## config.mk

```make
export PLATFORM = sky130hd
export DESIGN_NAME = accel_result_reporting
export DESIGN_NICKNAME = d
export VERILOG_FILES = /design/src/hw/accel_result_reporting.v
export VERILOG_INCLUDE_DIRS = /design/src /design/src/hw
export SDC_FILE = /design/constraint.sdc
export NUM_CORES = 1
export LEC_CHECK = 0
export BUFFER_PORTS_ARGS = -buffer_cell sky130_fd_sc_hd__buf_2
export CAP_MARGIN = 20
export CORE_MARGIN = 3
export CORE_UTILIZATION = 45
export CTS_CLUSTER_SIZE = 14
export DETAILED_ROUTE_END_ITERATION = 12
export PLACE_DENSITY_LB_ADDON = 0.05
export REMOVE_ABC_BUFFERS = 1
export SYNTH_ARGS = -nofsm -noshare
export SYNTH_HDL_FRONTEND = slang
export SYNTH_SLANG_ARGS = --single-unit
```

## constraint.sdc

```tcl
create_clock -name i_clk -period 7.2 [get_ports i_clk]
set_input_delay 1.08 -clock i_clk [delete_from_list [all_inputs] [get_ports i_clk]]
set_output_delay 1.08 -clock i_clk [all_outputs]
set_load 0.03 [all_outputs]
```

## src/hw/accel_result_reporting_defs.vh

```
// Purpose: constants for the acceleration result reporting block
// Assumes: 250 MHz core clock, AXI4-Lite register access
// Notes: offsets are byte addresses
`ifndef ACCEL_RESULT_REPORTING_DEFS_VH
`define ACCEL_RESULT_REPORTING_DEFS_VH
`define CODE_CRITICAL 11'h7ff
`define CODE_BAD_AXIS 11'h7fe
`define CODE_OVERFLOW 11'h7fd
`define CODE_OVERRANGE 11'h7fc
`define CODE_MAX_POS 11'h7fb
`define CODE_ZERO 11'h400
`define CODE_MIN_NEG 11'h005
`define CODE_UNDERRANGE 11'h004
`define CODE_UNDERFLOW 11'h003
`define CODE_CLK_FAULT 11'h002
`define CODE_PARITY_FAULT 11'h001
`define CODE_RESERVED 11'h000
`define EC_NONE 2'h0
`define EC_BEHAVIORAL 2'h1
`define EC_CRITICAL 2'h2
`define EC_TRANSIENT 2'h3
`define XFER_PTR_WRITE 2'h0
`define XFER_PTR_READ 2'h1
`define XFER_DATA_WRITE 2'h2
`define XFER_DATA_READ 2'h3
`define ADDR_CTRL 4'h0
`define ADDR_STATUS 4'h4
`define ADDR_RESULT_X 4'h8
`define ADDR_RESULT_Y 4'hc
`define CTRL_CLEAR_EXC_BIT 0
`define CTRL_SELFTEST_BIT 1
`define STAT_INIT_BIT 0
`define STAT_RESET_BIT 1
`define STAT_PHASE1_BIT 2
`define STAT_EC_LSB 4
`define PHASE1_US 800
`define PHASE2_END_US 3000
`define CLK_MHZ 250
`define PHASE1_CYCLES (`PHASE1_US * `CLK_MHZ)
`define PHASE2_END_CYCLES (`PHASE2_END_US * `CLK_MHZ)
`endif

```

## src/hw/accel_result_reporting.v

```verilog
// Purpose: map filter results to 11-bit words, freeze, reset and init
// Assumes: filter results arrive as signed values with a valid strobe
// Notes: serial framing lives outside; this block supplies words and class
// Function
// RULE1: top codes mark critical exception and bad axis
// RULE2: overflow gives 7fd, over-range gives 7fc
// RULE3: in-range words span 005 to 7fb
// RULE4: low codes mark under-range, underflow, faults
// RULE5: over-range is beyond scale, within datapath
// RULE6: filter output at sinc limit is overflow, clipped
// RULE7: negative side mirrors positive range checks
// RULE8: exception class encoded none, behavioral, critical, transient
// RULE9: host uses four register transfer types
// RULE10: freeze high blocks buffer updates
// RULE11: filter keeps running while frozen
// RULE12: frozen reads return last results before freeze
// RULE13: reset held until all supplies good
// RULE14: init reads fuses, powers down, waits reference
// RULE15: serial accesses ignored during phase one
// RULE16: phase two answers acceleration reads with non-data
// RULE17: phase one 800 us, phase two ends 3 ms
// RULE18: init pending set until phase two ends
// RULE19: clear-exceptions write clears reset flag
// RULE20: after clear, any access order accepted
// RULE21: only control register accepts writes
// RULE22: self-test or freeze flags behavioral exception
// RULE23: oscillator fault drives serial out high
// RULE24: unfrozen buffers refresh on each new result
//
// The AXI4-Lite slave port and the register offsets are this design's own decisions.
`timescale 1ns/10ps
`include "accel_result_reporting_defs.vh"
module accel_result_reporting #(
  parameter DW = 16,
  parameter FULL_SCALE = 16'sd1019,
  parameter SINC_MAX = 16'sd8000,
  parameter FUSE_WORDS = 4,
  parameter PHASE1_CYC = `PHASE1_CYCLES,
  parameter PHASE2_CYC = `PHASE2_END_CYCLES
) (
  input wire i_clk,
  input wire i_rst,
  input wire [2:0] i_supply_good,
  input wire i_sample_freeze,
  input wire i_filt_valid,
  input wire [DW-1:0] i_filt_x,
  input wire [DW-1:0] i_filt_y,
  input wire [7:0] i_fuse_data,
  input wire i_osc_fault,
  input wire i_cs_n,
  input wire i_sclk,
  input wire i_sdo_data,
  input wire i_clk_fault,
  input wire i_parity_fault,
  input wire [1:0] i_axis_sel,
  output reg [10:0] o_accel_word,
  output reg [1:0] o_exception_class,
  output wire o_serial_enable,
  output reg o_sdo,
  output reg [FUSE_WORDS*8-1:0] o_fuse_mirror,
  output reg o_fuse_power,
  output reg o_ref_ready,
  output reg o_int_rst,
  input wire [31:0] s_axi_awaddr,
  input wire s_axi_awvalid,
  output wire s_axi_awready,
  input wire [31:0] s_axi_wdata,
  input wire [3:0] s_axi_wstrb,
  input wire s_axi_wvalid,
  output wire s_axi_wready,
  output reg [1:0] s_axi_bresp,
  output reg s_axi_bvalid,
  input wire s_axi_bready,
  input wire [31:0] s_axi_araddr,
  input wire s_axi_arvalid,
  output wire s_axi_arready,
  output reg [31:0] s_axi_rdata,
  output reg [1:0] s_axi_rresp,
  output reg s_axi_rvalid,
  input wire s_axi_rready
);
  localparam ST_RESET = 4'h1;
  localparam ST_PHASE1 = 4'h2;
  localparam ST_PHASE2 = 4'h4;
  localparam ST_RUN = 4'h8;

  // ***************************************
  // input synchronisers
  // ***************************************
  reg [2:0] sup_m, sup_s;
  reg frz_m, frz_s, cs_m, cs_s, sck_m, sck_s, osc_m, osc_s;
  always @(posedge i_clk or posedge i_rst) begin
    if (i_rst) begin
      sup_m <= 3'h0;
      sup_s <= 3'h0;
      frz_m <= 1'b0;
      frz_s <= 1'b0;
      cs_m <= 1'b1;
      cs_s <= 1'b1;
      sck_m <= 1'b0;
      sck_s <= 1'b0;
      osc_m <= 1'b0;
      osc_s <= 1'b0;
    end else begin
      sup_m <= i_supply_good;
      sup_s <= sup_m;
      frz_m <= i_sample_freeze;
      frz_s <= frz_m;
      cs_m <= i_cs_n;
      cs_s <= cs_m;
      sck_m <= i_sclk;
      sck_s <= sck_m;
      osc_m <= i_osc_fault;
      osc_s <= osc_m;
    end
  end

  // ***************************************
  // result coding
  // ***************************************
  function [10:0] code_word;
    input [DW-1:0] v;
    reg signed [DW-1:0] s;
    begin
      s = v;
      if (s >= SINC_MAX)
        code_word = `CODE_OVERFLOW; // RULE2 RULE6
      else if (s <= -SINC_MAX)
        code_word = `CODE_UNDERFLOW; // RULE4 RULE7
      else if (s > FULL_SCALE)
        code_word = `CODE_OVERRANGE; // RULE2 RULE5
      else if (s < -FULL_SCALE)
        code_word = `CODE_UNDERRANGE; // RULE4 RULE7
      else
        code_word = `CODE_ZERO + s[10:0]; // RULE3
    end
  endfunction

  // ***************************************
  // reset and initialization sequencer
  // ***************************************
  reg [3:0] state;
  reg [31:0] init_cnt;
  reg [7:0] fuse_idx;
  reg init_pending_flag;
  reg reset_occurred_flag;
  reg clear_req;
  always @(posedge i_clk or posedge i_rst) begin
    if (i_rst) begin
      state <= ST_RESET;
      init_cnt <= 32'h0;
      fuse_idx <= 8'h0;
      o_fuse_mirror <= {FUSE_WORDS*8{1'b0}};
      o_fuse_power <= 1'b0;
      o_ref_ready <= 1'b0;
      o_int_rst <= 1'b1;
      init_pending_flag <= 1'b1;
      reset_occurred_flag <= 1'b1;
    end else begin
      if (state != ST_RESET)
        init_cnt <= init_cnt + 32'h1;
      case (state)
        ST_RESET: begin
          if (&sup_s) begin // RULE13
            o_int_rst <= 1'b0;
            o_fuse_power <= 1'b1;
            state <= ST_PHASE1;
          end
        end
        ST_PHASE1: begin
          if (fuse_idx < FUSE_WORDS) begin // RULE14
            o_fuse_mirror[fuse_idx*8 +: 8] <= i_fuse_data;
            fuse_idx <= fuse_idx + 8'h1;
          end else
            o_fuse_power <= 1'b0; // RULE14
          if (init_cnt >= PHASE1_CYC - 1) begin // RULE17
            o_fuse_power <= 1'b0;
            state <= ST_PHASE2;
          end
        end
        ST_PHASE2: begin
          if (init_cnt >= PHASE2_CYC - 1) begin // RULE17
            o_ref_ready <= 1'b1; // RULE14
            init_pending_flag <= 1'b0; // RULE18
            state <= ST_RUN;
          end
        end
        ST_RUN: begin
          if (clear_req)
            reset_occurred_flag <= 1'b0; // RULE19
        end
        default: state <= ST_RESET;
      endcase
    end
  end
  wire in_phase1 = (state == ST_PHASE1) | (state == ST_RESET);
  assign o_serial_enable = ~in_phase1; // RULE15

  // ***************************************
  // freeze and output buffers
  // ***************************************
  reg [10:0] buf_x, buf_y;
  reg selftest;
  always @(posedge i_clk or posedge i_rst) begin
    if (i_rst) begin
      buf_x <= `CODE_ZERO;
      buf_y <= `CODE_ZERO;
    end else if (i_filt_valid && !frz_s) begin // RULE10 RULE11 RULE24
      buf_x <= code_word(i_filt_x);
      buf_y <= code_word(i_filt_y);
    end
  end

  wire behav = selftest | frz_s; // RULE22
  always @(posedge i_clk or posedge i_rst) begin
    if (i_rst) begin
      o_accel_word <= `CODE_CRITICAL;
      o_exception_class <= `EC_CRITICAL;
      o_sdo <= 1'b0;
    end else begin
      if (reset_occurred_flag || state != ST_RUN)
        o_exception_class <= `EC_CRITICAL; // RULE8
      else if (i_clk_fault || i_parity_fault)
        o_exception_class <= `EC_TRANSIENT; // RULE8
      else if (behav)
        o_exception_class <= `EC_BEHAVIORAL; // RULE8 RULE22
      else
        o_exception_class <= `EC_NONE; // RULE8
      if (state != ST_RUN || reset_occurred_flag)
        o_accel_word <= `CODE_CRITICAL; // RULE1 RULE16
      else if (i_clk_fault)
        o_accel_word <= `CODE_CLK_FAULT; // RULE4
      else if (i_parity_fault)
        o_accel_word <= `CODE_PARITY_FAULT; // RULE4
      else if (i_axis_sel == 2'h0)
        o_accel_word <= buf_x; // RULE12 RULE20
      else if (i_axis_sel == 2'h1)
        o_accel_word <= buf_y; // RULE12
      else
        o_accel_word <= `CODE_BAD_AXIS; // RULE1
      if (osc_s && !cs_s)
        o_sdo <= 1'b1; // RULE23
      else
        // pin stays low in phase one unless an oscillator fault is seen with chip select low
        o_sdo <= i_sdo_data & sck_s & ~cs_s & ~in_phase1; // RULE15
    end
  end

  // ***************************************
  // register decode and read-back
  // ***************************************
  // only the low word offsets map; anything above is unmapped
  function reg_hit;
    input [31:0] a;
    input [3:0] off;
    begin
      reg_hit = (a[31:4] == 28'h0) && (a[3:0] == off);
    end
  endfunction

  // acceleration words read back as critical until the run state
  function [31:0] result_read;
    input run;
    input [10:0] b;
    begin
      if (run)
        result_read = {21'h0, b};
      else
        result_read = {21'h0, `CODE_CRITICAL}; // RULE16
    end
  endfunction

  // ***************************************
  // AXI4-Lite register slave
  // ***************************************
  reg aw_held, w_held;
  reg [31:0] aw_addr, w_data;
  reg [3:0] w_strb;
  assign s_axi_awready = ~aw_held & ~s_axi_bvalid;
  assign s_axi_wready = ~w_held & ~s_axi_bvalid;
  assign s_axi_arready = ~s_axi_rvalid;
  wire aw_now = aw_held | (s_axi_awvalid & s_axi_awready);
  wire w_now = w_held | (s_axi_wvalid & s_axi_wready);
  wire [31:0] wa = aw_held ? aw_addr : s_axi_awaddr;
  wire [31:0] wd = w_held ? w_data : s_axi_wdata;
  wire [3:0] ws = w_held ? w_strb : s_axi_wstrb;
  wire do_write = aw_now & w_now & ~s_axi_bvalid; // RULE9

  always @(posedge i_clk or posedge i_rst) begin
    if (i_rst) begin
      aw_held <= 1'b0;
      w_held <= 1'b0;
      aw_addr <= 32'h0;
      w_data <= 32'h0;
      w_strb <= 4'h0;
      s_axi_bvalid <= 1'b0;
      s_axi_bresp <= 2'h0;
      selftest <= 1'b0;
      clear_req <= 1'b0;
    end else begin
      clear_req <= 1'b0;
      if (s_axi_awvalid & s_axi_awready & ~do_write) begin
        aw_held <= 1'b1;
        aw_addr <= s_axi_awaddr;
      end
      if (s_axi_wvalid & s_axi_wready & ~do_write) begin
        w_held <= 1'b1;
        w_data <= s_axi_wdata;
        w_strb <= s_axi_wstrb;
      end
      if (do_write) begin
        aw_held <= 1'b0;
        w_held <= 1'b0;
        s_axi_bvalid <= 1'b1;
        s_axi_bresp <= 2'h0;
        // writes elsewhere are dropped with an OKAY answer
        if (!in_phase1 && reg_hit(wa, `ADDR_CTRL) && ws[0]) begin // RULE21
          selftest <= wd[`CTRL_SELFTEST_BIT];
          clear_req <= wd[`CTRL_CLEAR_EXC_BIT]; // RULE19
        end
      end else if (s_axi_bvalid && s_axi_bready)
        s_axi_bvalid <= 1'b0;
    end
  end

  always @(posedge i_clk or posedge i_rst) begin
    if (i_rst) begin
      s_axi_rvalid <= 1'b0;
      s_axi_rdata <= 32'h0;
      s_axi_rresp <= 2'h0;
    end else if (s_axi_arvalid && s_axi_arready) begin // RULE9
      s_axi_rvalid <= 1'b1;
      s_axi_rresp <= 2'h0;
      if (reg_hit(s_axi_araddr, `ADDR_CTRL))
        s_axi_rdata <= {30'h0, selftest, 1'b0};
      else if (reg_hit(s_axi_araddr, `ADDR_STATUS))
        s_axi_rdata <= {26'h0, o_exception_class, 1'b0,
          in_phase1, reset_occurred_flag, init_pending_flag}; // RULE18
      else if (reg_hit(s_axi_araddr, `ADDR_RESULT_X))
        s_axi_rdata <= result_read(state == ST_RUN, buf_x); // RULE12
      else if (reg_hit(s_axi_araddr, `ADDR_RESULT_Y))
        s_axi_rdata <= result_read(state == ST_RUN, buf_y);
      else begin
        s_axi_rdata <= 32'h0;
        s_axi_rresp <= 2'h2;
      end
    end else if (s_axi_rvalid && s_axi_rready)
      s_axi_rvalid <= 1'b0;
  end
endmodule

```

After elaboration in Yosys (flattened, before gate mapping). Cells that the tools add are included.

Register bits: 206. Input port bits: 160. Output and inout port bits: 91. Logic and storage cells: 174.

Add/subtract/negate cells: 5. Order comparisons: 11. Eq/ne operators: 14. Shift operators: 2. Multiplexer cells: 49. Bitwise logic cells: 23. Reduce and logical (&&, ||, !) cells: 35.

Operators with widths (count): $mux 11 (15); $mux 32 (5); $logic_not 28->1 (2); $neg 11->34 (1); $shift 8x34->32 const A (1); $shiftx 8x34->32 (1); $add 32x1->32 const B (1); $bwmux 32 (1); $ge 16x14->1 const B (2); $ge 32x18->1 const B (1); $ge 32x20->1 const B (1); $gt 16x11->1 const B (2); $le 16x14->1 const B (2); $lt 16x11->1 const B (2); $add 11x11->11 const A (2); $mux 1 (16); $pmux 4 s4 (1); $mux 2 (7); $eq 4x4->1 const B (3); $logic_and 1x1->1 (12); $mux 4 (3); $and 1x1->1 (11); $reduce_bool 2->1 (5); $add 8x1->8 const B (1); 19 further kinds (41).

Depth between registers and ports, before layout. Gate-level depths: netlist of the first run.

Depth after elaboration: 10. Mapped depth: 10. Depth with buffers taken out: 8.

Worst setup path after synthesis of the first run. No wires, ideal clock.

Kind: reg2reg. From: register fuse_idx[3]. To: register o_fuse_mirror[10]. Setup time: 0.125 ns. Arrival: 2.784 ns. Required time: 7.075 ns. Setup slack: 4.291 ns. Stages on the path, launching flop included: 10. Buffers on the path: 1. Clock period less this slack: 2.909 ns. Cell sequence: dfrtp_1 -> or4_1 -> nor2b_1 -> ha_1 -> nor4b_1 -> a31oi_1 -> nor4_4 -> and3_1 -> buf_6 -> mux2_4.

Cells in the longest elaborated chain, start to end: 3. Elaborated cells between the ends (all ways): 6. Those cells by class: add/sub: 1; order compare: 1; shift: 2; mux: 1; reduce/logical: 1.

Ends and longest elaborated chain: start, declared (RTL line accel_result_reporting.v:144) `reg [7:0] fuse_idx;`; start signal, assigned (RTL line accel_result_reporting.v:173) `fuse_idx <= fuse_idx + 8'h1;`; $neg 11->34 (RTL line accel_result_reporting.v:172) `o_fuse_mirror[fuse_idx*8 +: 8] <= i_fuse_data;`; $shiftx 8x34->32 or $shift 8x34->32 (tied branches) (RTL line accel_result_reporting.v:172); $bwmux 32 (RTL line accel_result_reporting.v:172); end signal, assigned (RTL line accel_result_reporting.v:153) `o_fuse_mirror <= {FUSE_WORDS*8{1'b0}};`; end signal, assigned by index (RTL line accel_result_reporting.v:172); end, declared (RTL line accel_result_reporting.v:60) `output reg [FUSE_WORDS*8-1:0] o_fuse_mirror,`.

Parallel ways exist; a longest one is shown, timed or not. A chain may end at the register's enable or synchronous reset.

Worst setup path after layout of the first run.
From: register fuse_idx[3]. To: register o_fuse_mirror[8].

The elaborated chain is that of the path after synthesis.

==> results of run 1 <==
-- flip-flops by register name (all words and copies together), names as in the netlist, 2 cells and up --
register / flops
sup_m: 3
fuse_idx: 8
aw_addr: 32
buf_x: 11
buf_y: 11
sup_s: 3
o_accel_word: 11
s_axi_rdata: 11
o_fuse_mirror: 32
state: 4
w_data: 2
o_exception_class: 2
init_cnt: 32
-- layout by cell type (no fill, tap or decap), drive strengths merged, types with 5 or more instances in the layout --
cell    netlist  routed
conb          1      24
nand4        22      22
nand3        16      16
nand2b        5       5
a21oi        26      26
and4          6       6
mux2i         9       9
and2         13      13
a211oi       12      12
xnor2        27      27
o21ai        25      25
o41ai         5       5
clkbuf       22      21
nor2         51      51
o211ai        8       8
inv          21      26
buf          34     200
dfrtp       164     164
xor2         10      10
nand2        60      60
nor3         21      21
dfstp        20      20
or4           5       5
nor4         33      33
mux2         71      71
or2           5       5
nor2b        18      18
-- cell type report --
cell class / count / area, µm² / area share
clock buffer: 20 / 457 / 0.0447
multi-input combinational: 525 / 3570 / 0.350
inverter: 21 / 83.8 / 0.00821
timing repair buffer: 201 / 1020 / 0.100
sequential: 184 / 4630 / 0.453
tap: 229 / 287 / 0.0280
clock inverter: 12 / 163 / 0.0159
-- cell usage after synthesis (all sizes together) (6+ instances only) --
library cell	count
buf	34
inv	21
xor2	10
mux2	71
dfrtp	164
and2	13
o21ai	25
o211ai	8
nor2	51
nor4	33
xnor2	27
nand3	16
a21oi	26
mux2i	9
and4	6
nand4	22
nor2b	18
a211oi	12
clkbuf	22
dfstp	20
nand2	60
nor3	21
-- where the power goes --
group,switching [µW],internal [µW]
Sequential,113,1190
Clock,400,572
Combinational,296,250
Total,809,2010
-- stage by stage --
stage | hold WS, ns | utilization
5_1_grt | 0.355 | 0.559
3_5_place_dp | 0.335 | 0.525
6_report | 0.348 | 0.559
2_1_floorplan | 0.331 | -
3_3_place_gp | 0.334 | 0.525
4_1_cts | 0.349 | 0.558
-- per-layer routing --
metal,part of all wire,up-vias
li1,-,3057
met1,0.44,3123
met2,0.48,208
met3,0.071,18
met4,0.011,0
met5,0,-
-- worst max-delay path, stage by stage, from the launching register on --
cell and delay (ns):
dfrtp_1 0.45, or4_1 0.60, nor2b_1 0.16, ha_1 0.28
nor4b_1 0.29, a31oi_1 0.12, nor4_4 0.46, and3_1 0.60
mux2_4 0.35
-- cell families after synthesis --
group                    after synthesis
AO/OA/AOI/OAI                        110
multiplexers                          80
buffers and inverters                 77
AND/OR/NAND/NOR                      270
other                                  1
flip-flops                           184
adder cells (fa/ha/maj)                4
XOR/XNOR                              37
-- worst max-delay path by stage --
stage	cells past startpoint	slack [ns]	startpoint	end
floorplan	1	1.15	i_rst	aw_addr[0]$_DFFE_PP0P_
global placement	8	3.89	fuse_idx[3]$_DFFE_PP0P_	o_fuse_mirror[13]$_DFFE_PP0P_
detailed placement	8	3.80	fuse_idx[3]$_DFFE_PP0P_	o_fuse_mirror[8]$_DFFE_PP0P_
CTS	8	3.79	fuse_idx[3]$_DFFE_PP0P_	o_fuse_mirror[8]$_DFFE_PP0P_
global route	8	3.55	fuse_idx[3]$_DFFE_PP0P_	o_fuse_mirror[8]$_DFFE_PP0P_
finish	8	3.78	fuse_idx[3]$_DFFE_PP0P_	o_fuse_mirror[8]$_DFFE_PP0P_
==> results.md, run 1 <==
Clock network:
- Buffers added to address setup during post-CTS repair amount to 0.
- The number of instances resized during post-cts repair is 0.
- The clock buffer count from CTS is 17.
- TritonCTS built the clock tree.
- In this run the number of H-tree levels came out at 4.
- The number of clock sinks seen by CTS is 184.
- Clock-pin slew was measured on the worst setup and hold paths at around 0.070 ns.
- The clock reaches the later pin of the worst-skew pair after 0.42 ns.
- The maximum root-to-sink buffer count is 2.
- The number of buffers inserted by hold repair at cts is 0.
- The root buffer cell chosen for the clock tree is clkbuf_16.

Timing:
- Setup violations remaining at the end of the flow were counted as 0.
- Once routing completed, OpenROAD measured the worst setup slack at 3.78 ns.
- The maximum clock rate is about 300 MHz.
- The worst-case headroom to the max-slew limit is 0.321.
- For the pin with the worst max-slew slack, the measured transition is 1.01 ns.
- The sum of negative setup slack is 0 ns.
- The worst clock skew is around 0.011 ns.
- Setup repair after global routing left no endpoint under its margin.
- The post-route fraction of the period consumed by the critical path is 0.475.
- The number of hold violations in the final report is 0.
- The max-slew violation count is 0.
- The smallest clock period supported by the final layout is computed as 3.42 ns.

Yosys:
- The yosys synthesis warning count is 0.
- For this run, asynchronously set or reset flops after synthesis account for 1.00.
- The distinct cell type count of the synthesized netlist is 61.
- The largest family of logic cells by synthesized area is simple AND/OR/NAND/NOR gates.
- The share of the synthesized netlist area taken by xor and xnor gates is 0.0381.
- In the post-synthesis netlist, the biggest area contributors are dfrtp_1, mux2_2, dfstp_2, xnor2_1, nand2_1.
- The number of register bits inferred by synthesis is about 180.
- The gate count of the mapped netlist is 763.
- Of the total synthesized cell area, the portion taken by AND, OR, NAND and NOR gates is 0.172.
- The share of synthesized area in the top cell type comes to 0.482.
- The average cell area after synthesis is 11.2 µm².
- Of the total synthesized cell area, the portion taken by full adders, half adders and majority gates is 0.00588.
- The share of the synthesized area in compound gates (AO/OA/AOI/OAI) is 0.0851.
- The largest total area in the synthesized netlist belongs to dfrtp_1.
- The proportion of synthesized area in mux cells is 0.108.
- The top flip-flop cell by instance count after synthesis is dfrtp_1.
- The count of flip-flops with a built-in enable after synthesis is 0.
- The combined area of all synthesized cells is 8520 µm².
- The part of the Yosys area used for sequential elements is 0.544.

Final layout:
- The fraction of final layout cells with drive strength greater than 1 is 0.352.
- The final design area excluding fillers is 10200 µm².
- The diode insertion count for antenna repair is 0.
- The filler cells instantiated in the layout total 1657.
- From synthesis to final layout, the design area changed by 20.0%.
- The total number of nets in the final design is 1114.
- The number of cells in the finished layout apart from fillers is 1192.

Worst setup path:
- The worst register-to-register path has a depth of 8.
- The peak fanout along the critical path is 8.
- The data arrival time of the critical path is 3.72 ns.
- The endpoint of the worst register-to-register path is o_fuse_mirror[8]$_DFFE_PP0P_.
- The nature of the critical path endpoint is a register.
- STA classifies the critical path startpoint as a register.
- In this run the critical register-to-register path is launched from fuse_idx[3]$_DFFE_PP0P_.
- The minimum setup slack among reg-to-reg paths is roughly 3.8 ns.
- The data required time of the critical path is approximately 7.5 ns.
- The worst setup path category is reg -> reg.

Status:
- The run finished with clean final reports.

Routing:
- The number of remaining DRC errors is 0.
- The detailed router finished its first iteration with 320 violations.
- The first TritonRoute pass finished after 5 iterations.
- The routed wire length is 19.7 mm.
- Summing over every cut layer, the via total after detailed routing is around 6400.
- The vias per cell is 5.37.
- The mean routed wirelength per cell is 16.5 µm.
- The number of routed nets with antenna violations is 0.

Global route:
- The total overflow left after global routing is 0.
- In the global route stage, met2 resource usage came out at 0.310.
- The most used routing layer is met2.
- Entering global routing, the biggest net connects 78 pins.
- For this run, global-route usage on met1 was measured as 0.258.
- The total global routing track utilization is 0.191.
- The initial antenna violation count was 0.
- The met3 routing resource usage after global routing is 0.0499.
- The first global-routing pass estimated 31.5 mm of wire.
- The via count of the first global-routing pass came to 6402.

Power:
- IR analysis of the VDD net gives a maximum drop of 210 µV.
- Dividing total power by cell area gives a power density of between 200 and 300 nW/µm².
- The total power after layout is between 2000 and 3000 µW.
- Summed over all cells, the static leakage comes to ~0.0048 µW.

Min path:
- The number of cells traversed by the worst hold path is 0.
- The source of the worst hold timing path is sup_m[2]$_DFF_PP0_.
- The worst-case hold path end point is sup_s[2]$_DFF_PP0_.
- The worst hold path belongs to the class reg -> reg.

Die:
- The floorplan step set the die width to 144 µm.
- The total die area is ~21000 µm².
- The die is 144 µm tall.
- The number of cell rows is 49.
- For this configuration, the core starts out at a cell density of 0.466.
- The standard cell core area is 18300 µm².
- The I/O pin total is 251.

Placed design:
- The placed instances occupy a cell area of between 9000 and 10000 µm².
- After detailed placement, the design holds a cell count of 1158.
- The weighted congestion at the end of routability-driven global placement is 0.850.
- The quantity of I/O buffers inserted on ports is 193.
- OpenSTA, run right after detailed placement, puts the worst setup slack at 3.80 ns.
- The placed wire-length estimate is 14.8 mm.

Run:
- The count of max-cap constraint violations is 0.
No activity file was read; power rests on OpenSTA's default activity.
==> run 2, diff against run 1 <==
--- a/config.mk
+++ b/config.mk
@@ -6,6 +6,7 @@
 export SDC_FILE = /design/constraint.sdc
 export NUM_CORES = 1
 export LEC_CHECK = 0
+export ABC_AREA = 1
 export BUFFER_PORTS_ARGS = -buffer_cell sky130_fd_sc_hd__buf_2
 export CAP_MARGIN = 20
 export CORE_MARGIN = 3
==> constraint.sdc (replaced) <==
create_clock -name i_clk -period 3.1 [get_ports i_clk]
set_input_delay 0.465 -clock i_clk [delete_from_list [all_inputs] [get_ports i_clk]]
set_output_delay 0.465 -clock i_clk [all_outputs]
set_load 0.03 [all_outputs]
==> run 2 against run 1 <==
Utilization decreased by 1.1 points. First-iteration DRC count increased by 50%. Synthesized cell count increased by 61%. Synthesized area increased by 11%. Sequential share of layout area decreased by 4.0 points. Critical endpoint is now o_fuse_mirror[19]$_DFFE_PP0P_.
==> results.md, run 2 <==
Final layout:
- The largest registers in the layout are aw_addr: 32 flops, init_cnt: 32 flops, o_fuse_mirror: 32 flops.
- The core occupancy in the finished layout is 0.548 (-0.0108).
- The final design area excluding fillers is 11200 µm² (+9.7%).
- The fraction of final layout cells with drive strength greater than 1 is 0.198 (-0.154).
- The top cell types in the final layout, fill and taps aside, are nand2_1, buf_2, dfrtp_1.
- The total number of nets in the final design is 1578 (+42%).
- The most common cell after layout, fill and taps aside is nand2_1.
- The post-synthesis to final-layout area growth is 18.6%.

Routing:
- The mean routed wirelength per cell was 13.5 µm (-19%).
- The number of remaining DRC errors was 0 (unchanged).
- The vias per cell is 4.83 (-10%).
- The number of vias in the routed layout is 8199 (+28%).
- The routed wire length was 22.8 mm (+16%).
- The number of detailed-routing iterations run before antenna repair was 5 (unchanged).
- The count of routing violations after the opening detailed-route iteration is 480 (+50%).
- The number of routed nets with antenna violations is 0 (unchanged).

Die:
- The die extent in y is 151 µm (+5.1%).
- The total die area is 22800 µm² (+10%).
- The I/O pin total came to 251 (unchanged).
- The number of cell rows was 52 (+6.1%).
- The initial core utilization came to 0.462 (-0.00383).
- The standard cell core area is 20400 µm² (+12%).
- The x dimension of the die came to 151 µm (+5.1%).

Clock network:
- The number of clock sinks seen by CTS is 184 (unchanged).
- The maximum root-to-sink buffer count is 2 (unchanged).
- The number of buffers inserted by hold repair at cts is 0 (unchanged).
- The cell sitting at the root of the clock tree is a clkbuf_16.
- The clock-pin slew of the registers on the worst-case setup and hold paths came to 0.07 ns (about the same).
- The CTS tree is done.
- The number of H-tree levels is 4 (unchanged).
- The clock buffer count from CTS is 17 (unchanged).
- The post-CTS setup buffer count was 0 (unchanged).
- The number of instances resized during post-cts repair came to 0 (unchanged).
- The worst-skew pair later-pin latency is 0.44 ns (+0.02 ns).

Min path:
- The tightest min-delay check is of the in -> reg type.

Worst setup path:
- The highest cell delay on the worst timing path is 0.43 ns (-0.17 ns).
- The data required time of the critical path is 3.41 ns (-4.09 ns).
- The startpoint type of the worst setup path is a register.
- STA classifies the critical path endpoint as a register.
- For this design, the slowest cell found on the critical path is dfrtp_1.
- The peak fanout along the critical path is 15 (+7).
- Traced cell by cell, the critical path runs through nor2_1, inv_2, nor2_2, and3_1, ha_1, inv_1, nor2_1, and2_1, nor2_2, nand3b_4, nor2_4, nand2_2, nand2_1, o21ai_1.
- The worst setup path category is reg -> reg.
- The data arrival time of the critical path is 3.10 ns (-0.62 ns).

Global route:
- The total global routing track utilization is 0.206 (+0.0150).
- The largest net degree at the start of global routing was 80 (+2.6%).
- The via count of the first global-routing pass is 7800 (+22%).
- The initial antenna violation count is 4 (+4).
- The wire length of the first global-routing pass is 37.8 mm (+20%).
- The aggregate global routing overflow is 0 (unchanged).

Placed design:
- The placed wire-length estimate is 17.3 mm (+17%).
- The quantity of I/O buffers inserted on ports was 193 (unchanged).
- The instance area at placement was 10600 µm² (+11%).
- The weighted congestion at the end of routability-driven global placement is 0.837 (-1.6%).

Timing:
- Setup repair after global routing left no endpoint under its margin.
- The hold slack is 0.132 ns (-0.216 ns).
- The worst-case headroom to the max-slew limit was 0.459 (+0.138).
- The post-route fraction of the period consumed by the critical path is 0.900 (+0.425).
- The maximum clock rate is 358 MHz (+23%).
- The max-slew violation count is 0 (unchanged).
- The time the final worst path needs with I/O delays and setup is 2.79 ns (-0.630 ns).
- The slew of the pin with the lowest slew margin is 0.808 ns (-0.202 ns).
- The number of setup violations in the final report is 0 (unchanged).
- The number of hold violations in the final report came to 0 (unchanged).
- The worst clock skew was 0.0140 ns (+0.00313 ns).

Power:
- The total power divided by cell area is 701 nW/µm² (+150%).
- The switching power is 3030 µW (+270%).
- The total power after layout is 7860 µW (+180%).
- The power share of the combinational group came to 0.314 (+0.121).
- The clock share of power is 0.277 (-0.067).
- The standby leakage power is 0.00573 µW (+19%).
- The peak supply drop is 367 µV (+74%).
- The internal power is 4830 µW (+140%).
- The switching share of total power is 0.386 (+0.0991).
- The fraction of power consumed by sequential logic was 0.409 (-0.053).

Yosys:
- The area share of the largest cell type after synthesis is 0.435 (-0.0474).
- After synthesis, the cell types taking the most area are dfrtp_1, nand2_1, inv_1, nor2_1, dfstp_2.
- The average cell area after synthesis is 7.71 µm² (-31%).
- The part of the Yosys area used for sequential elements came to 0.490 (-0.0534).
- The yosys synthesis warning count is 0 (unchanged).
- The share of flip-flops with an asynchronous set or reset is 1.00 (unchanged).
- In the synthesized netlist the dominant register cell turns out to be dfrtp_1.
- The commonest cells after synthesis are nand2_1, dfrtp_1, inv_1, nor2_1, o21ai_0.
- The gate count of the mapped netlist was 1225 (+61%).
- The count of flip-flops with a built-in enable after synthesis is 0 (unchanged).
- The combined area of all synthesized cells was 9440 µm² (+11%).
- The distinct cell type count of the synthesized netlist was 47 (-23%).
- The post-synthesis cell type with the largest combined area is dfrtp_1.
- The number of register bits inferred by synthesis is 184 (unchanged).
- Among all cell types in the netlist, the one instantiated most often is nand2_1.

Status:
- The run finished with clean final reports.

Run:
- The count of max-cap constraint violations is 0 (unchanged).
==> run 2: cell count changes in the layout (fill, tap and decap cells not counted), sizes merged, moves of 35 or more <==
cell	before	now
nand4	22	57
nand2	60	337
mux2	71	0
nand3	16	74
inv	26	161
o21ai	25	108
nor2	51	156
==> run 2: worst paths after layout <==
check,from,end,slack [ns],cells after the start
worst min register to register,osc_m$_DFF_PP0_,osc_s$_DFF_PP0_,0.35,0
worst max register to register,fuse_idx[3]$_DFFE_PP0P_,o_fuse_mirror[19]$_DFFE_PP0P_,0.31,14
max in group asynchronous,i_rst,o_exception_class[1]$_DFF_PP1_,2.02,3
worst max-delay path,fuse_idx[3]$_DFFE_PP0P_,o_fuse_mirror[19]$_DFFE_PP0P_,0.31,14
min in group asynchronous,i_rst,o_fuse_mirror[9]$_DFFE_PP0P_,0.15,2
worst min-delay path,i_cs_n,cs_m$_DFF_PP1_,0.13,1
==> run 2: cell type report <==
type | count | area, µm²
clock inverters | 15 | 161
clock buffers | 17 | 425
flip-flops and latches | 184 | 4630
multi-input cells | 851 | 3990
inverters | 156 | 591
well taps | 270 | 338
repair buffers | 204 | 1060
fillers | 2008 | 9230
diodes | 1 | 2.50
==> run 2: kinds of logic (layout without fill, tap and decap cells) <==
kind of cell               Yosys count  in the layout  share of synthesized area
other                                1             25                   0.000397
buffers and inverters              213            392                     0.0966
adders and majority gates            4              4                    0.00530
DFF                                184            184                      0.490
AOI/OAI and AO/OA                  129            129                     0.0725
and+or+nand+nor                    668            668                      0.311
xor gates and xnor gates            26             26                     0.0241
==> run 2: metal layers <==
layer / vias to the layer above / GRT usage / share of wire
li1: 4230 / - / -
met1: 3763 / 0.286 / 0.47
met2: 178 / 0.332 / 0.47
met3: 22 / 0.0443 / 0.050
met4: 6 / 0.0503 / 0.0092
met5: - / 0 / 0.0018
==> run 2: critical path, delay by kind of cell, from the launching register on <==
kind                     cells  cell delay [ns]
buffers and inverters        2             0.18
AND/OR/NAND/NOR             10             1.74
AO/OA/AOI/OAI                1             0.07
flip-flops                   1             0.43
adder cells (fa/ha/maj)      1             0.25
==> run 2: per-stage QoR <==
stage / setup TNS [ns] / cells / setup slack (ns)
floorplan: -401.48 / 1191 / -2.33
global placement: 0 / 1665 / 0.375
detailed placement: 0 / 1665 / 0.289
CTS: 0 / 1697 / 0.274
global route: 0 / 1698 / 0.0177
finish: 0 / 1698 / 0.309
==> run 2: power by group through the flow <==
stage,registers [µW],logic [µW],clock network [µW]
global placement,3250,2450,0
detailed placement,3260,2490,0
finish,3220,2460,2170
floorplan,3530,1460,0
global route,3280,2800,2340
CTS,3220,2500,2230
==> run 3, diff against run 2 <==
--- a/config.mk
+++ b/config.mk
@@ -7,12 +7,12 @@
 export NUM_CORES = 1
 export LEC_CHECK = 0
 export ABC_AREA = 1
-export BUFFER_PORTS_ARGS = -buffer_cell sky130_fd_sc_hd__buf_2
 export CAP_MARGIN = 20
 export CORE_MARGIN = 3
 export CORE_UTILIZATION = 45
 export CTS_CLUSTER_SIZE = 14
 export DETAILED_ROUTE_END_ITERATION = 12
+export DONT_BUFFER_PORTS = 1
 export PLACE_DENSITY_LB_ADDON = 0.05
 export REMOVE_ABC_BUFFERS = 1
 export SYNTH_ARGS = -nofsm -noshare
==> run 3 against run 2 <==
The flow now finishes with violations (negative hold slack). Design area down 8.6%. Clock skew up 0.0028 ns. Flip-flop and latch count unchanged. Power down 2.5%. Worst hold slack worse by 0.15 ns. Fmax up 2.1%. Register-to-register slack better by 0.06 ns. Largest cell class unchanged. Sequential power up 10%. Largest power group unchanged.
==> results.md, run 3 (synthesis gave the netlist of run 2 again) <==
Worst setup path:
- The critical path is of the reg -> reg type.
- The data required time of the critical path came to 3.41 ns (about the same).
- The nature of the critical path endpoint is a register.
- Broken down by cell family, the worst path's largest delay share belongs to simple AND/OR/NAND/NOR gates.
- The critical-path cell with the highest stage delay is dfrtp_1.
- The highest cell delay on the worst timing path is 0.43 ns (about the same).
- The sum of buffers and inverters on the critical path is 2 (unchanged).
- The peak fanout along the critical path was 15 (unchanged).
- STA classifies the critical path startpoint as a register.
- The data arrival time of the critical path is 3.04 ns (-0.06 ns).
- The critical path goes through nor2_1, inv_2, nor2_2, and3_1, ha_1, inv_1, nor2_1, and2_1, nor2_2, nand3b_4, nor2_4, nand2_2, nand2_1, o21ai_1.

Min path:
- The class of the most critical hold timing path is in -> async.

Run:
- The count of max-cap constraint violations was 0 (unchanged).

Timing:
- The final worst slack is 0.365 ns (+0.0561 ns).
- The maximum clock rate came to 366 MHz (+2.1%).
- The time the final worst path needs with I/O delays and setup came to 2.73 ns (-0.0561 ns).
- Setup repair after global routing left no endpoint under its margin.
- The slew of the pin with the lowest slew margin came to 0.825 ns (+0.0165 ns).
- The max-slew violation count is 0 (unchanged).
- The post-route fraction of the period consumed by the critical path is 0.882 (-0.0181).
- The number of setup violations in the final report is 0 (unchanged).
- The worst clock skew is 0.0169 ns (+0.00284 ns).
- The sum of negative setup slack is 0 ns (unchanged).
- The number of hold violations in the final report was 1 (+1).
- The worst-case headroom to the max-slew limit is 0.448 (-0.0110).
- The hold slack came to -0.0145 ns (-0.147 ns).

Routing:
- The mean routed wirelength per cell came to 14.9 µm (+11%).
- The number of vias in the routed layout is 7528 (-8.2%).
- The number of remaining DRC errors is 0 (unchanged).
- The routed wire length is 22.4 mm (-1.9%).
- The vias per cell came to 5.01 (+3.7%).
- The number of detailed-routing iterations run before antenna repair came to 5 (unchanged).
- The count of routing violations after the opening detailed-route iteration is 466 (-2.9%).
- The number of routed nets with antenna violations is 0 (unchanged).

Die:
- The x dimension of the die is 151 µm (unchanged).
- The I/O pin total came to 251 (unchanged).
- The standard cell core area is 20400 µm² (unchanged).
- The die extent in y is 151 µm (unchanged).
- The number of cell rows came to 52 (unchanged).
- The total die area is 22800 µm² (unchanged).
- The initial core utilization came to 0.462 (unchanged).

Power:
- The power share of the combinational group is 0.250 (-0.064).
- The internal power was 4690 µW (-2.8%).
- The switching power is 2970 µW (-2.1%).
- The total power divided by cell area was 748 nW/µm² (+6.6%).
- The peak supply drop is 384 µV (+4.7%).
- The standby leakage power was 0.00502 µW (-12%).
- The clock share of power is 0.285 (+0.008).
- The fraction of power consumed by sequential logic is 0.464 (+0.055).
- The switching share of total power came to 0.388 (+0.00178).

Final layout:
- The most common cell after layout, fill and taps aside is nand2_1.
- The total number of nets in the final design is 1384 (-12%).
- The diode insertion count for antenna repair was 0 (-1).
- The top cell types in the final layout, fill and taps aside, are nand2_1, dfrtp_1, inv_1, nor2_1, o21ai_0.
- The fraction of final layout cells with drive strength greater than 1 is 0.0730 (-0.125).
- The number of cells in the finished layout apart from fillers is 1503 (-11%).
- In the final layout, the registers with the most flip-flops are aw_addr: 32 flops, init_cnt: 32 flops, o_fuse_mirror: 32 flops.
- The post-synthesis to final-layout area growth is 8.44%.

Clock network:
- The clock-pin slew of the registers on the worst-case setup and hold paths is 0.07 ns (about the same).
- The worst-skew pair later-pin latency is 0.43 ns (about the same).
- CTS placed an instance of clkbuf_16 at the clock tree root.
- The clock buffer count from CTS is 17 (unchanged).
- The number of instances resized during post-cts repair is 0 (unchanged).
- TritonCTS built the clock tree.
- The number of clock sinks seen by CTS is 184 (unchanged).
- The number of H-tree levels is 4 (unchanged).
- The maximum root-to-sink buffer count is 2 (unchanged).

Status:
- The flow ran to the end, but the final reports show violations.
- The checks that failed: negative hold slack.

Global route:
- The initial antenna violation count came to 2 (-2).
- The aggregate global routing overflow is 0 (unchanged).
- The total global routing track utilization is 0.201 (-0.00519).
- The largest net degree at the start of global routing is 109 (+36%).
- The wire length of the first global-routing pass was 36.7 mm (-3.0%).
- The via count of the first global-routing pass is 7242 (-7.2%).

Placed design:
- The placed instance count is 1470 (-12%).
- The placed wire-length estimate was 16.6 mm (-3.9%).
- The weighted congestion at the end of routability-driven global placement was 0.819 (-2.1%).
- The quantity of I/O buffers inserted on ports is 0 (-100%).
- The post-place setup slack was 0.251 ns (-0.0383 ns).
==> run 3: per-layer routing <==
metal  wire (µm)  track usage
met5          27            0
met4         299       0.0508
met3        1510       0.0580
met2       10300        0.310
met1       10200        0.280
==> run 3: worst paths after layout <==
path,startpoint,to,slack (ns),depth (start not counted)
max,fuse_idx[3]$_DFFE_PP0P_,o_fuse_mirror[20]$_DFFE_PP0P_,0.37,14
min reg2reg,osc_m$_DFF_PP0_,osc_s$_DFF_PP0_,0.34,0
max reg2reg,fuse_idx[3]$_DFFE_PP0P_,o_fuse_mirror[20]$_DFFE_PP0P_,0.37,14
max in group asynchronous,i_rst,state[0]$_DFFE_PP1P_,2.31,2
min,i_rst,s_axi_bvalid$_DFFE_PP0P_,-0.01,1
min in group i_clk,i_cs_n,cs_m$_DFF_PP1_,0.04,0
==> run 3: through the flow <==
step | area (µm²) | power [µW] | utilization
after floorplan | 9200 | 4990 | -
after CTS | 10200 | 7700 | 0.501
after global routing | 10200 | 8180 | 0.501
after global placement | 9650 | 5470 | 0.472
final | 10200 | 7660 | 0.501
after detailed placement | 9650 | 5500 | 0.472
==> run 3: power groups by stage <==
stage | Combinational, µW | Sequential, µW | Clock, µW
after floorplan | 1460 | 3530 | 0
after global placement | 1870 | 3590 | 0
after detailed placement | 1900 | 3600 | 0
after CTS | 1900 | 3560 | 2240
after global routing | 2210 | 3620 | 2350
final | 1920 | 3550 | 2190
==> run 3: timing repair <==
action / 4_1_cts / 5_1_grt
setup endpoints to repair: 0 / 8
hold buffers: 0 / 0
setup buffers: 0 / 0
==> run 3: cell type report <==
class                           instances  area [µm²]
Sequential cell                       184        4630
Multi-Input combinational cell        852        4000
Inverter                              156         593
Fill cell                            2027       10200
Timing Repair Buffer                    9        92.6
Tap cell                              270         338
Clock inverter                         13         135
Clock buffer                           19         453
